### src/cwdt_pkg.sv
/*
  constants shared by the watchdog block: register offsets, control
  field positions, command codes, reset values and timing counts.
  assumes fc is the system clock itself, one fc period per CLK_SYS cycle.
*/
package cwdt_pkg;

  // register offsets on the byte-wide register port
  localparam logic [1:0] ADDR_CTRL = 2'h0;
  localparam logic [1:0] ADDR_CMD = 2'h1;
  localparam logic [1:0] ADDR_STAT = 2'h2;

  // control register fields
  localparam int CTL_EN_BIT = 3;
  localparam int CTL_PER_HI = 2;
  localparam int CTL_PER_LO = 1;
  localparam int CTL_ACT_BIT = 0;

  // command codes
  localparam logic [7:0] CMD_CLEAR = 8'h4e;
  localparam logic [7:0] CMD_DISABLE = 8'hb1;
  localparam logic [7:0] CMD_TRAP = 8'hd2;

  // values after reset
  localparam logic RST_EN_BIT = 1'b1;
  localparam logic RST_ACT = 1'b1;
  localparam logic [1:0] RST_PER = 2'h0;
  localparam logic [7:0] RST_RDATA = 8'h00;

  // divider tap exponents for period code 00; each code step is two taps
  localparam int FC_TAP_EXP0 = 23;
  localparam int FS_TAP_EXP0 = 15;
  localparam int BIN_W = 2;

  // internal reset request length, in fc periods, and its cycle count
  localparam int RST_TIME_FC = 24;
  localparam int FC_CYC_PER_PERIOD = 1;
  localparam int RST_HOLD_CYC = RST_TIME_FC * FC_CYC_PER_PERIOD;

  typedef enum logic [1:0] {
    OUT_IDLE = 2'b00,
    OUT_NMI = 2'b01,
    OUT_RST = 2'b10
  } cwdt_out_t;

endpackage

### src/cwdt_bincnt.sv
/*
  two-stage binary counter that follows the divider tap.
  assumes tick is a one-cycle pulse on the same clock; clear wins
  over hold and tick.
*/
`timescale 1ns/1ps
module cwdt_bincnt #(
  parameter int W = cwdt_pkg::BIN_W
) (
  input wire logic clk,
  input wire logic rstn,
  input wire logic ce,
  input wire logic clr,
  input wire logic hold,
  input wire logic tick,
  output logic [W-1:0] cnt,
  output logic ovf
);

  logic [W-1:0] cnt_q;
  logic [W-1:0] cnt_d;
  logic step;

  assign step = tick && !hold && !clr;
  // wrap from all ones marks the overflow
  assign ovf = step && (&cnt_q);
  assign cnt_d = clr ? '0 : (step ? cnt_q + W'(1) : cnt_q);
  assign cnt = cnt_q;

  always_ff @(posedge clk) begin
    if (!rstn) begin
      cnt_q <= '0;
    end else if (ce) begin
      cnt_q <= cnt_d;
    end
  end

endmodule

### src/cwdt_top.sv
/*
  watchdog timer: free-running dividers on fc and fs, a tap select,
  a two-stage binary counter, control and command registers and the
  overflow output sequencer (interrupt or internal reset request).
  assumes fc equals CLK_SYS, fs arrives asynchronously on a pin and
  the mode levels come from logic on CLK_SYS.
*/
//
// Contract
// - action powers up reset; interrupt choice sticks
// - enable bit is one after reset
// - overflow with reset action requests reset
// - overflow with interrupt action raises interrupt
// - count frozen in stop, idle, sleep
// - clear resets counter, divider keeps running
// - period code picks fc or fs tap; the code picks only the tap depth, SLOW_MODE and DIV_TAP_SEL pick fc or fs
// - command codes clear, disable, trap; others ignored
// - disable acts only with enable bit zero
// - disabled watchdog holds the binary counter at zero; dividers keep running
// - control is write-only, never read-modify-write
// - overflow interrupt is non-maskable
// - new overflow interrupt preempts earlier ones
// - internal reset lasts at most 24 fc
`timescale 1ns/1ps
module cwdt_top #(
  parameter int FC_EXP0 = cwdt_pkg::FC_TAP_EXP0,
  parameter int FS_EXP0 = cwdt_pkg::FS_TAP_EXP0
) (
  input wire logic CLK_SYS,
  input wire logic RSTN,
  input wire logic CE,
  input wire logic [1:0] REG_ADDR,
  input wire logic [7:0] REG_WDATA,
  input wire logic REG_WR,
  input wire logic REG_RD,
  output logic [7:0] REG_RDATA,
  input wire logic FS_PIN,
  input wire logic SLOW_MODE,
  input wire logic DIV_TAP_SEL,
  input wire logic STOP_MODE,
  input wire logic IDLE_MODE,
  input wire logic SLEEP_MODE,
  output logic WDT_RST_REQ,
  output logic WDT_NMI_REQ,
  output logic TRAP_ARM_STB
);

  logic watch_enable_bit_q;
  logic [1:0] detect_period_select_q;
  logic overflow_action_select_q;
  logic active_q;
  logic active_d;
  logic [FC_EXP0-1:0] fc_pre_q;
  logic [FS_EXP0-1:0] fs_pre_q;
  logic fs_s1_q;
  logic fs_s2_q;
  logic fs_s3_q;
  logic [7:0] rdata_q;
  logic [7:0] rdata_d;
  logic trap_q;
  logic nmi_q;
  logic rst_q;
  logic [7:0] hold_q;
  logic [7:0] hold_d;
  cwdt_pkg::cwdt_out_t out_q;
  cwdt_pkg::cwdt_out_t out_d;

  // register port decode
  // command decodes one address above control
  wire wr_ctrl = REG_WR && (REG_ADDR == cwdt_pkg::ADDR_CTRL);
  wire wr_cmd = REG_WR && (REG_ADDR == cwdt_pkg::ADDR_CMD);
  wire rd_stat = REG_RD && (REG_ADDR == cwdt_pkg::ADDR_STAT);
  wire cmd_clr = wr_cmd && (REG_WDATA == cwdt_pkg::CMD_CLEAR);
  wire cmd_dis = wr_cmd && (REG_WDATA == cwdt_pkg::CMD_DISABLE);
  wire cmd_trap = wr_cmd && (REG_WDATA == cwdt_pkg::CMD_TRAP);

  wire wr_en = REG_WDATA[cwdt_pkg::CTL_EN_BIT];
  wire [1:0] wr_per = REG_WDATA[cwdt_pkg::CTL_PER_HI:cwdt_pkg::CTL_PER_LO];
  wire wr_act = REG_WDATA[cwdt_pkg::CTL_ACT_BIT];

  // stop, idle and sleep freeze counting
  wire pause = STOP_MODE || IDLE_MODE || SLEEP_MODE;

  // disable only once the enable bit is already zero
  always_comb begin
    active_d = active_q;
    if (wr_ctrl && wr_en) begin
      active_d = 1'b1;
    end else if (cmd_dis && !watch_enable_bit_q) begin
      active_d = 1'b0;
    end
  end

  // fc tap only in normal mode with tap select low
  wire use_fc = !SLOW_MODE && !DIV_TAP_SEL;
  wire [5:0] tap_step = {3'h0, detect_period_select_q, 1'b0};
  wire [5:0] fc_exp = 6'(FC_EXP0) - tap_step;
  wire [5:0] fs_exp = 6'(FS_EXP0) - tap_step;
  wire [FC_EXP0-1:0] fc_mask = (FC_EXP0'(1) << fc_exp) - FC_EXP0'(1);
  wire [FS_EXP0-1:0] fs_mask = (FS_EXP0'(1) << fs_exp) - FS_EXP0'(1);
  wire fs_edge = fs_s2_q && !fs_s3_q;
  wire fc_tick = !pause && ((fc_pre_q & fc_mask) == fc_mask);
  wire fs_tick = !pause && fs_edge && ((fs_pre_q & fs_mask) == fs_mask);
  wire tap_tick = use_fc ? fc_tick : fs_tick;

  // fs is asynchronous; only the second and third stages feed the edge detector
  always_ff @(posedge CLK_SYS) begin
    if (!RSTN) begin
      fs_s1_q <= 1'b0;
      fs_s2_q <= 1'b0;
      fs_s3_q <= 1'b0;
    end else if (CE) begin
      fs_s1_q <= FS_PIN;
      fs_s2_q <= fs_s1_q;
      fs_s3_q <= fs_s2_q;
    end
  end

  // dividers never see the clear command
  always_ff @(posedge CLK_SYS) begin
    if (!RSTN) begin
      fc_pre_q <= '0;
      fs_pre_q <= '0;
    end else if (CE && !pause) begin
      fc_pre_q <= fc_pre_q + FC_EXP0'(1);
      if (fs_edge) begin
        fs_pre_q <= fs_pre_q + FS_EXP0'(1);
      end
    end
  end

  logic [1:0] bin_cnt;
  logic bin_ovf;

  // counter held at zero while disabled
  wire bin_clr = cmd_clr || !active_q;

  // clear reaches only the binary counter
  cwdt_bincnt #(
    .W(cwdt_pkg::BIN_W)
  ) u_bincnt (
    .clk(CLK_SYS),
    .rstn(RSTN),
    .ce(CE),
    .clr(bin_clr),
    .hold(pause),
    .tick(tap_tick),
    .cnt(bin_cnt),
    .ovf(bin_ovf)
  );

  // enable bit and run state set during reset
  always_ff @(posedge CLK_SYS) begin
    if (!RSTN) begin
      watch_enable_bit_q <= cwdt_pkg::RST_EN_BIT;
      active_q <= cwdt_pkg::RST_EN_BIT;
      detect_period_select_q <= cwdt_pkg::RST_PER;
    end else if (CE) begin
      active_q <= active_d;
      if (wr_ctrl) begin
        watch_enable_bit_q <= wr_en;
        detect_period_select_q <= wr_per;
      end
    end
  end

  // action bit can only fall until the next reset
  always_ff @(posedge CLK_SYS) begin
    if (!RSTN) begin
      overflow_action_select_q <= cwdt_pkg::RST_ACT;
    end else if (CE && wr_ctrl) begin
      overflow_action_select_q <= overflow_action_select_q && wr_act;
    end
  end

  // control reads give no state; only status is readable
  wire [7:0] stat_word = {4'h0, active_q, bin_cnt, overflow_action_select_q};
  assign rdata_d = rd_stat ? stat_word : cwdt_pkg::RST_RDATA;

  // overflow sequencer picks reset or interrupt
  // every overflow with interrupt action, outside a reset request, gives a fresh interrupt pulse
  always_comb begin
    out_d = cwdt_pkg::OUT_IDLE;
    hold_d = 8'h00;
    case (out_q)
      cwdt_pkg::OUT_RST: begin
        if (hold_q != 8'h00) begin
          out_d = cwdt_pkg::OUT_RST;
          hold_d = hold_q - 8'h01;
        end
      end
      default: begin
        if (bin_ovf && overflow_action_select_q) begin
          out_d = cwdt_pkg::OUT_RST;
          // first request cycle plus hold_q counting down to one
          hold_d = 8'(cwdt_pkg::RST_HOLD_CYC - 1);
        end else if (bin_ovf) begin
          out_d = cwdt_pkg::OUT_NMI;
        end
      end
    endcase
  end

  // reset request stands a fixed count of fc periods
  // interrupt request goes out with no mask in its path
  always_ff @(posedge CLK_SYS) begin
    if (!RSTN) begin
      out_q <= cwdt_pkg::OUT_IDLE;
      hold_q <= 8'h00;
      rst_q <= 1'b0;
      nmi_q <= 1'b0;
      trap_q <= 1'b0;
      rdata_q <= cwdt_pkg::RST_RDATA;
    end else if (CE) begin
      out_q <= out_d;
      hold_q <= hold_d;
      rst_q <= (out_d == cwdt_pkg::OUT_RST);
      nmi_q <= (out_d == cwdt_pkg::OUT_NMI);
      trap_q <= cmd_trap;
      rdata_q <= rdata_d;
    end
  end

  assign WDT_RST_REQ = rst_q;
  assign WDT_NMI_REQ = nmi_q;
  assign TRAP_ARM_STB = trap_q;
  assign REG_RDATA = rdata_q;

  logic [7:0] rst_len_q;
  always_ff @(posedge CLK_SYS) begin
    if (!RSTN) begin
      rst_len_q <= 8'h00;
    end else if (CE) begin
      rst_len_q <= rst_q ? rst_len_q + 8'h01 : 8'h00;
    end
  end
endmodule

### config.mk
export PLATFORM = sky130hd
export DESIGN_NAME = cwdt_top
export DESIGN_NICKNAME = d
export VERILOG_FILES = /design/src/cwdt_pkg.sv /design/src/cwdt_bincnt.sv /design/src/cwdt_top.sv
export SDC_FILE = /design/constraint.sdc
export NUM_CORES = 1
export LEC_CHECK = 0
export ABC_AREA = 1
export BUFFER_PORTS_ARGS = -buffer_cell sky130_fd_sc_hd__clkbuf_2
export CAP_MARGIN = 10
export CORE_MARGIN = 1
export CORE_UTILIZATION = 55
export DETAILED_ROUTE_END_ITERATION = 7
export MAX_ROUTING_LAYER = met4
export PLACE_DENSITY = 0.77
export SLEW_MARGIN = 10
export SYNTH_ARGS = -nofsm -noshare
export SYNTH_HDL_FRONTEND = slang
export SYNTH_SLANG_ARGS = --single-unit
### constraint.sdc
create_clock -name CLK_SYS -period 2.5 [get_ports CLK_SYS]
set_clock_uncertainty 0.2 [all_clocks]
set_input_delay 0.125 -clock CLK_SYS [delete_from_list [all_inputs] [get_ports CLK_SYS]]
set_output_delay 0.125 -clock CLK_SYS [all_outputs]
set_load 0.01 [all_outputs]
==> results of run 1 <==
-- layer usage --
| metal | GRT usage, % | wire [µm] | up-vias |
|---|---|---|---|
| met5 | - | 0 | - |
| met4 | 13.8 | 153 | 0 |
| met3 | 4.83 | 300 | 18 |
| met2 | 41.7 | 3240 | 72 |
| met1 | 29.0 | 3350 | 1357 |
| li1 | - | - | 1615 |
-- power by group through the flow --
stage | sequential (mW) | clock (mW) | combinational, mW
4_1_cts | 1.06 | 1.11 | 0.134
3_3_place_gp | 1.08 | 0 | 0.118
2_1_floorplan | 1.08 | 0 | 0.0814
5_1_grt | 1.06 | 1.16 | 0.154
3_5_place_dp | 1.08 | 0 | 0.120
6_report | 1.06 | 1.10 | 0.136
-- how the worst min path moves through the flow --
| stage | end | from |
|---|---|---|
| after floorplan | active_q | REG_WDATA[6] |
| after global routing | overflow_action_select_q | RSTN |
| final | overflow_action_select_q | RSTN |
| after detailed placement | fs_s1_q | FS_PIN |
| after CTS | overflow_action_select_q | RSTN |
| after global placement | fs_s1_q | FS_PIN |
-- final cells by class --
cell class / count / area, µm²
Timing Repair Buffer: 43 / 288
Tap cell: 72 / 90.1
Multi-Input combinational cell: 327 / 1700
Clock inverter: 5 / 103
Inverter: 66 / 249
Sequential cell: 65 / 1300
Fill cell: 456 / 1770
Clock buffer: 11 / 141
-- synth_stat cells, types with 4 or more instances --
library cell and n:
nand2_1 91, dfxtp_1 65, inv_1 63, nor2_1 55, a21oi_1 45, o21ai_0 33
nand3_1 25, nor3_1 13, nand4_1 11, clkbuf_1 7, xor2_1 7, ha_1 6
nor2_4 5, buf_4 4
-- registers in the layout, indices dropped and copies added, names as in the netlist --
register                  flops
fs_s3_q                       1
WDT_RST_REQ                   1
out_q                         2
detect_period_select_q        2
watch_enable_bit_q            1
overflow_action_select_q      1
fs_s2_q                       1
u_bincnt.cnt                  2
WDT_NMI_REQ                   1
fs_s1_q                       1
fc_pre_q                     23
fs_pre_q                     15
REG_RDATA                     4
TRAP_ARM_STB                  1
active_q                      1
hold_q                        8
-- stage by stage --
stage               cell area (µm²)  utilization [%]
finish                         3870             68.6
CTS                            3860             68.5
detailed placement             3480             61.7
global placement               3480             61.7
global route                   3870             68.6
floorplan                      3300                -
-- critical path, delay by kind of cell --
family          cells  cell delay (ns)
compound gates      1             0.12
buf+inv             3             1.23
simple gates        4             0.69
-- logic make-up (layout without fill, tap and decap cells) --
group,count (synthesis),after routing
other,1,4
XOR/XNOR,9,9
flip-flops,65,65
AO/OA/AOI/OAI,87,87
buffers and inverters,80,125
AND/OR/NAND/NOR,221,221
adder cells (fa/ha/maj),6,6
-- timing repair --
item / CTS / global route
setup endpoints to repair: 0 / 1
setup buffers: 0 / 0
hold endpoints to repair: 14 / 0
hold buffers: 14 / 0
gates resized for setup: 0 / 3
==> metrics, run 1 <==
FF-to-FF setup slack=~0.47 ns; gr usage total=roughly a quarter; ys flop type=dfxtp_1; Switching Power=about 0.50 mW; CP startpoint=REG_ADDR[0]; die height=~79 µm; crit path max fanout=3; total grt overflow=0; dpl ws=a little under 0.5 ns; violation count after the first detailed-route iteration=about 120; largest net degree at the start of global routing=40; 1st-pass router iterations=4; Crit Path Category=primary input to flip-flop; Yosys cell types=40; Critical Path AT=about 2.2 ns; Slew headroom=between 40% and 50%; CTS clock-pin slew for the worst setup and hold paths=roughly 0.070 ns; H-tree depth=3; global-route wire length before repair=12100 µm; status=completed; Slew @ Worst Pin=0.802 ns; Site Rows=27; most common cell after layout, fill and taps aside=nand2_1; Yosys Warn Count=0; DR WL/cell=approximately 12 µm; cell chain of the critical path=dlygate4sd3_1, clkbuf_2, nand2_1, nor2_2, nand3_2, or4_1, dlygate4sd3_1, a21oi_1; LEAKAGE=1.63 nW; Max Buffers Root-to-Sink=2; CTS tree=built; Synth Instances=around 470; worst-skew pair later-pin latency=0.34 ns; Net Sw Frac=21.8%; Syn Area/Cell=~7 µm²; setup TNS=0 ns; Vias per Instance=approximately 5.2; # setup viols final=0; Final Cycle Share=83.9%; via count=3062; die width=around 79 µm; DRC=0; critical path startpoint category=primary input; Final Hold Vio Count=0; power density of the placed cells=592 nW/µm²; Critical R2R Launch=detect_period_select_q[0]; Cell Area, Synth=between 3000 and 4000 µm²; Critical Path Sink Type=flip-flop; largest family of logic cells by synthesized area=simple AND/OR/NAND/NOR gates; Logic pwr share=approximately 5.9%; Core ar.=5640 µm²; Final Power=2.29 mW; Synth area leader=dfxtp_1; Yosys reg bits=65; simple logic cell fraction of the synthesized area=between 30% and 40%; P&R area growth vs syn=17.6%; RSZ-0062 raised after global routing=no; fraction of layout cells with a size suffix above 1=13.2%; gpl congestion=around 0.9; Reg power frac=46.2%; FF-to-FF End=u_bincnt.cnt[1]; Hold Path Class=primary input to flip-flop; top cell type's share of synthesized area=about two fifths; hold_ws=between 0.06 and 0.07 ns; EDFF count, synth=0; placed instance count=560; CTS buffer count=9; vias in the first global route=a little under 3000; post-synthesis mux area share=0%; Die ar.=6300 µm²; Starting Density=58.3%; initial antenna violation count=0; Adder-Cell Fraction of Synth Area=2.28%; Routed WL=slightly above 7000 µm; r2r worst-path depth=13; crit-path max cell delay=0.57 ns; final cell count without fillers=589; num ports=32; Hold Path Depth=3; Worst Slack Setup Final=0.402 ns; FFs w/ async S/R, synth=0%; fin. max-slew vios=0; # port buffers=27; most frequent cells in the layout=nand2_1 (91), dfxtp_1 (65), inv_1 (63), nor2_1 (54), a21oi_1 (45); Diodes inserted=0; clock sink count=65; clock network power share=around 48%; critical path's most frequent cell=dlygate4sd3_1; FMAX=around 480 MHz; Total Nets Final=539; Synth Area in Compound Gates=around 14%; CP required=2.57 ns; internal power=roughly 1.8 mW; Worst Setup EP=TRAP_ARM_STB; Final Critical Period=around 2.1 ns; VDD IR max=376 µV; Synth Area in XOR/XNOR=about 2.4%; maxcap violations=0; synth top area cells=dfxtp_1 (40%), nand2_1 (10%), inv_1 (7.2%), a21oi_1 (6.8%), nor2_1 (6.3%); Root Driver=clkbuf_8; Final HPWL DP=~5000 µm; critical path's slowest cell=dlygate4sd3_1; sequential fraction of the synthesis area=39.5%; Post-DRT Antenna Nets=0
(Power assumes the default switching activity.)
==> run 2, diff against run 1 <==
- ABC_AREA: 1 -> 0
- clock period: 2.5 -> 2.03 ns (I/O delays scaled with it)
==> metrics, run 2 <==
status=finished, violations left; failing checks=negative setup slack; Root Driver=clkbuf_8; Vias per Instance=5.55 (+6.7%); CTS buffer count=9 (unchanged); top cell type's share of synthesized area=41.4% (+1.9 points); critical path's slowest cell=or4_4; r2r worst-path depth=7 (-6); Syn Area/Cell=8.56 µm² (+22%); maxcap violations=0 (unchanged); via count=2878 (-6.0%); LEAKAGE=1.59 nW (-2.5%); die height=77.6 µm (-2.2%); placed instance count=489 (-13%); cell chain of the critical path=nand2b_4, ha_4, nor2b_1, or4_4, or2_4, a2111oi_4, a31o_1; die width=77.6 µm (-2.2%); Core ar.=5510 µm² (-2.4%); WP buf/inv=0 (-3); 1st-pass router iterations=4 (unchanged); fraction of layout cells with a size suffix above 1=24.8% (+12 points); Post-DRT Antenna Nets=0 (unchanged); Final Util=72.4% (+3.8 points); violation count after the first detailed-route iteration=181 (+48%); hold path startpoint=REG_RD; Largest Register=fc_pre_q; Synth Instances=367 (-22%); Final HPWL DP=5170 µm (+3.6%); kind of cell adding the most delay to the critical path=simple AND/OR/NAND/NOR gates; critical path startpoint category=flip-flop; final cell count without fillers=519 (-12%); FF-to-FF End=WDT_NMI_REQ; Crit Path Category=flip-flop to flip-flop; Yosys Warn Count=0 (unchanged); Fillers=411 (-9.9%); Starting Density=57.1% (-1.2 points); Critical Path AT=2.38 ns (+0.21 ns); total grt overflow=0 (unchanged); EDFF count, synth=0 (unchanged); Yosys reg bits=65 (unchanged); multi-input combinational cell area=1820 µm² (+7.2%); Hold Path Depth=5 (+2); FMAX=approximately 430 MHz; clock sink count=65 (unchanged); # setup viols final=10 (+10); VDD IR max=460 µV (+22%); RSZ-0062 raised after global routing=yes; DR WL/cell=14.1 µm (+18%); Critical R2R Launch=detect_period_select_q[0]; H-tree depth=3 (unchanged); most common cell in the netlist=dfxtp_1; CTS clock-pin slew for the worst setup and hold paths=0.08 ns (about the same); gpl congestion=0.807 (-9.8%); power density of the placed cells=653 nW/µm² (+10%); synth top area cells=dfxtp_1 (41%), xor2_1 (6.4%), nor2_1 (6.1%), nand2_1 (3.8%), nand3_1 (3.0%); Die ar.=6020 µm² (-4.4%); Final Cycle Share=113%; P&R area growth vs syn=26.8%; fin. max-slew vios=0 (unchanged); CTS tree=built; Diodes inserted=0 (unchanged); Synth area leader=dfxtp_1; fin area=3990 µm² (+3.0%); Reg area=1310 µm² (+0.38%); ys flop type=dfxtp_1; Cell Area, Synth=3140 µm² (-4.5%); Hold Path Class=primary input to flip-flop; most common cell after layout, fill and taps aside=dfxtp_1; synth cell count leaders=dfxtp_1 (65), nor2_1 (51), nand2_1 (32), xor2_1 (23), nand3_1 (19); FF-to-FF setup slack=-0.27 ns (-0.74 ns); initial antenna violation count=0 (unchanged); Final Critical Period=about 2.3 ns; vias in the first global route=2821 (-4.3%); Yosys cell types=52 (+30%); gr usage total=26.8% (+1.5 points); largest net degree at the start of global routing=27 (-33%); max FFs per register=23 (unchanged); Site Rows=27 (unchanged); Final Hold Vio Count=0 (unchanged); CP required=2.11 ns (-0.46 ns); Critical Path Sink Type=flip-flop; Max Buffers Root-to-Sink=2 (unchanged); most frequent cells in the layout=dfxtp_1 (63), nor2_1 (50), buf_4 (39), nand2_1 (31), clkbuf_2 (26); Routed WL=7320 µm (+3.9%); # port buffers=27 (unchanged); crit path max fanout=4 (+1); Regs by FF count=fc_pre_q (23), fs_pre_q (15), hold_q (8); worst-skew pair later-pin latency=0.34 ns (about the same); Total Nets Final=469 (-13%); Worst Slack Setup Final=-0.273 ns (-0.676 ns); DRC=0 (unchanged); sink of the worst hold path=REG_RDATA[0]; sequential fraction of the synthesis area=41.4% (+1.9 points); FFs w/ async S/R, synth=0% (unchanged); crit-path max cell delay=0.49 ns (-0.08 ns); Final Power=2.60 mW (+14%); placed cell areas=3600 µm² (+3.4%); num ports=32 (unchanged); global-route wire length before repair=12300 µm (+1.3%)
-- run 2: worst reg2reg max path, stage by stage, from the launching register on --
cell       delay, ns
dfxtp_2         0.34
nand2b_4        0.14
ha_4            0.15
nor2b_1         0.12
or4_4           0.49
or2_4           0.26
a2111oi_4       0.39
a31o_1          0.15
-- run 2: how the worst max path moves through the flow --
| stage | start | depth (start not counted) | slack (ns) | to |
|---|---|---|---|---|
| after floorplan | detect_period_select_q[0] | 7 | -0.15 | WDT_NMI_REQ |
| after global placement | detect_period_select_q[0] | 7 | -0.18 | out_q[0] |
| after detailed placement | detect_period_select_q[0] | 7 | -0.26 | WDT_NMI_REQ |
| after CTS | detect_period_select_q[0] | 7 | -0.27 | WDT_NMI_REQ |
| after global routing | detect_period_select_q[0] | 7 | -0.35 | WDT_NMI_REQ |
| final | detect_period_select_q[0] | 7 | -0.27 | WDT_NMI_REQ |
-- run 2: layout make-up --
cell class                      count  share of cell area, %
Sequential cell                    65                   32.8
Inverter                           10                  0.942
Clock buffer                       10                   3.45
Clock inverter                      6                   1.44
Multi-Input combinational cell    279                   45.6
Tap cell                           72                   2.26
Timing Repair Buffer               77                   13.5
-- run 2: power by group --
| group | leakage, nW | switching [mW] | total [mW] | internal [mW] |
|---|---|---|---|---|
| Combinational | 0.965 | 0.111 | 0.200 | 0.0887 |
| Sequential | 0.526 | 0.0146 | 1.31 | 1.29 |
| Clock | 0.102 | 0.505 | 1.10 | 0.592 |
-- run 2: cell families after synthesis --
| group | count (synthesis) | synth area share, % |
|---|---|---|
| AOI/OAI and AO/OA | 49 | 10.5 |
| xor gates and xnor gates | 33 | 9.20 |
| adders and majority gates | 6 | 2.39 |
| buffers and inverters | 26 | 3.70 |
| DFF | 65 | 41.4 |
| muxes | 7 | 2.23 |
| other | 1 | 0.119 |
| and+or+nand+nor | 180 | 30.5 |
-- run 2: layer usage --
| layer | global-route usage [%] | routed length (µm) | up-vias |
|---|---|---|---|
| li1 | - | - | 1436 |
| met3 | 6.47 | 312 | 14 |
| met1 | 31.9 | 3340 | 1361 |
| met2 | 43.5 | 3540 | 67 |
| met4 | 10.8 | 124 | 0 |
| met5 | - | 0 | - |
-- run 2: timing repair --
action / in CTS / in global routing
hold endpoints to repair: 11 / 0
hold buffers: 10 / 0
buffers inserted: 1 / 3
endpoints found under the setup margin: 10 / 14
pin swaps: 5 / 5
resized for setup: 5 / 17
-- run 2: per-stage QoR --
| step | setup slack (ns) | hold WS [ns] | TNS, ns |
|---|---|---|---|
| final | -0.273 | 0.0412 | -1.12 |
| after global routing | -0.347 | 0.0580 | -1.68 |
| after CTS | -0.266 | 0.00145 | -0.929 |
| after detailed placement | -0.263 | 0.159 | -1.19 |
| after global placement | -0.179 | 0.144 | -0.608 |
| after floorplan | -0.147 | 0.0286 | -0.293 |
==> run 3, diff against run 2 <==
- SLEW_MARGIN: 10 -> 20
- clock period: 2.03 -> 2.4 ns (I/O delays scaled with it)
==> metrics, run 3 (synthesized netlist as in run 2, its figures left out) <==
CTS clock-pin slew for the worst setup and hold paths=0.07 ns (about the same); dpl ws=0.0136 ns (+0.277 ns); Final Cycle Share=96.2% (-17 points); Slew @ Worst Pin=~0.54 ns; Final Critical Period=2.31 ns (+0.00478 ns); Root Driver=clkbuf_8; CTS buffer count=9 (unchanged); status=completed; VDD IR max=308 µV (-33%); DRC=0 (unchanged); Critical Path Sink Type=flip-flop; r2r worst-path depth=7 (unchanged); H-tree depth=3 (unchanged); vias in the first global route=2594 (-8.0%); Critical Path AT=2.40 ns (+0.02 ns); most frequent cells in the layout=dfxtp_1 (63), nor2_1 (51), nand2_1 (32), clkbuf_2 (27), xor2_1 (23); via count=2727 (-5.2%); worst-skew pair later-pin latency=0.35 ns (about the same); die width=77.6 µm (unchanged); global-route wire length before repair=11400 µm (-6.9%); most common cell after layout, fill and taps aside=dfxtp_1; Site Rows=27 (unchanged); setup TNS=0 ns (+1.12 ns); # port buffers=27 (unchanged); violation count after the first detailed-route iteration=118 (-35%); Post-DRT Antenna Nets=0 (unchanged); FMAX=433 MHz (-0.21%); Reg power frac=50.5% (+0.3 points); Starting Density=57.1% (unchanged); FF-to-FF setup slack=0.09 ns (+0.37 ns); Hold Path Class=primary input to flip-flop; Final Power=2.19 mW (-16%); CTS tree=built; Worst Slack Setup Final=0.0918 ns (+0.365 ns); internal power=1.69 mW (-14%); num ports=32 (unchanged); largest net degree at the start of global routing=43 (+59%); Hold Path Depth=4 (-1); Core ar.=5510 µm² (unchanged); crit path max fanout=5 (+1); clock sink count=65 (unchanged); Crit Path Category=flip-flop to flip-flop; Slew headroom=a little under two thirds; fraction of layout cells with a size suffix above 1=16.4% (-8.4 points); Max Buffers Root-to-Sink=2 (unchanged); 1st-pass router iterations=4 (unchanged); clock network power share=42.4% (+0.3 points); Logic pwr share=7.1% (-0.6 points); P&R area growth vs syn=18.0%; initial antenna violation count=0 (unchanged); Net Sw Frac=23.0% (-1.2 points); RSZ-0062 raised after global routing=no; power density of the placed cells=590 nW/µm² (-9.6%); gr usage total=25.2% (-1.6 points); Diodes inserted=0 (unchanged); fin. max-slew vios=0 (unchanged); LEAKAGE=1.44 nW (-9.7%); Switching Power=0.503 mW (-20%); Largest Register=fc_pre_q; critical path startpoint category=flip-flop; CP required=2.49 ns (+0.38 ns); gpl congestion=0.821 (+1.8%); die height=77.6 µm (unchanged); Die ar.=6020 µm² (unchanged); DR WL/cell=14.0 µm (-0.94%); Final HPWL DP=4870 µm (-5.8%); Fillers=436 (+6.1%); max FFs per register=23 (unchanged); # setup viols final=0 (-10); Regs by FF count=fc_pre_q (23), fs_pre_q (15), hold_q (8); Final Hold Vio Count=0 (unchanged); total grt overflow=0 (unchanged); Total Nets Final=438 (-6.6%); Routed WL=6800 µm (-7.1%); Vias per Instance=5.60 (+0.98%); maxcap violations=0 (unchanged)
run 3: cell count changes in the layout (fill, tap and decap cells not counted), sizes merged:
cell	delta
clkinvlp	-1
clkinv	-2
clkbuf	+3
dlygate4sd3	+1
buf	-33
run 3: area by class of cell:
type	instances	area, µm²	share of cell area, %
inverters	10	37.5	1.01
clock inverters	3	40.0	1.08
well taps	72	90.1	2.43
repair buffers	46	305	8.23
multi-input cells	279	1770	47.8
clock buffers	12	155	4.18
flip-flops and latches	65	1310	35.3
run 3: worst paths after layout:
kind	from	endpoint
max	detect_period_select_q[1]	out_q[0]
min	REG_ADDR[0]	detect_period_select_q[0]
max reg2reg	detect_period_select_q[1]	out_q[0]
min reg2reg	fs_pre_q[1]	fs_pre_q[1]
run 3: worst max-delay path, cell delays in order, from the launching register on:
cell and delay, ns:
dfxtp_4 0.38, nand2_1 0.11, ha_4 0.17, nor2b_1 0.12, or4_4 0.49, or2_4 0.28
a2111oi_4 0.36, a31o_1 0.13
run 3: layer usage:
metal	vias to the layer above	part of all wire (%)	global-route usage, %
met5	-	0	-
met4	0	3.1	15.7
met3	24	4.6	5.53
met2	61	47	39.3
met1	1270	45	29.4
li1	1372	-	-
run 3: per-stage QoR:
stage / hold WS [ns] / area, µm² / std cells / utilization (%)
after detailed placement: 0.173 / 3350 / 460 / 60.9
final: 0.00941 / 3710 / 487 / 67.4
after global routing: 0.0589 / 3710 / 487 / 67.4
after floorplan: 0.0471 / 3150 / 370 / -
after CTS: 0.00141 / 3660 / 486 / 66.4
after global placement: 0.157 / 3350 / 460 / 60.9
run 3: power groups by stage:
stage | Combinational, mW | Sequential, mW | Clock (mW)
floorplan | 0.0969 | 1.13 | 0
global placement | 0.135 | 1.13 | 0
detailed placement | 0.139 | 1.13 | 0
CTS | 0.151 | 1.11 | 0.941
global route | 0.171 | 1.11 | 0.992
finish | 0.154 | 1.11 | 0.930
run 3: what timing repair did:
action / CTS / global route
setup endpoints to repair: 0 / 5
endpoints found under the hold margin: 8 / 0
resized for setup: 0 / 11
buffers inserted: 0 / 1
hold buffers: 11 / 0
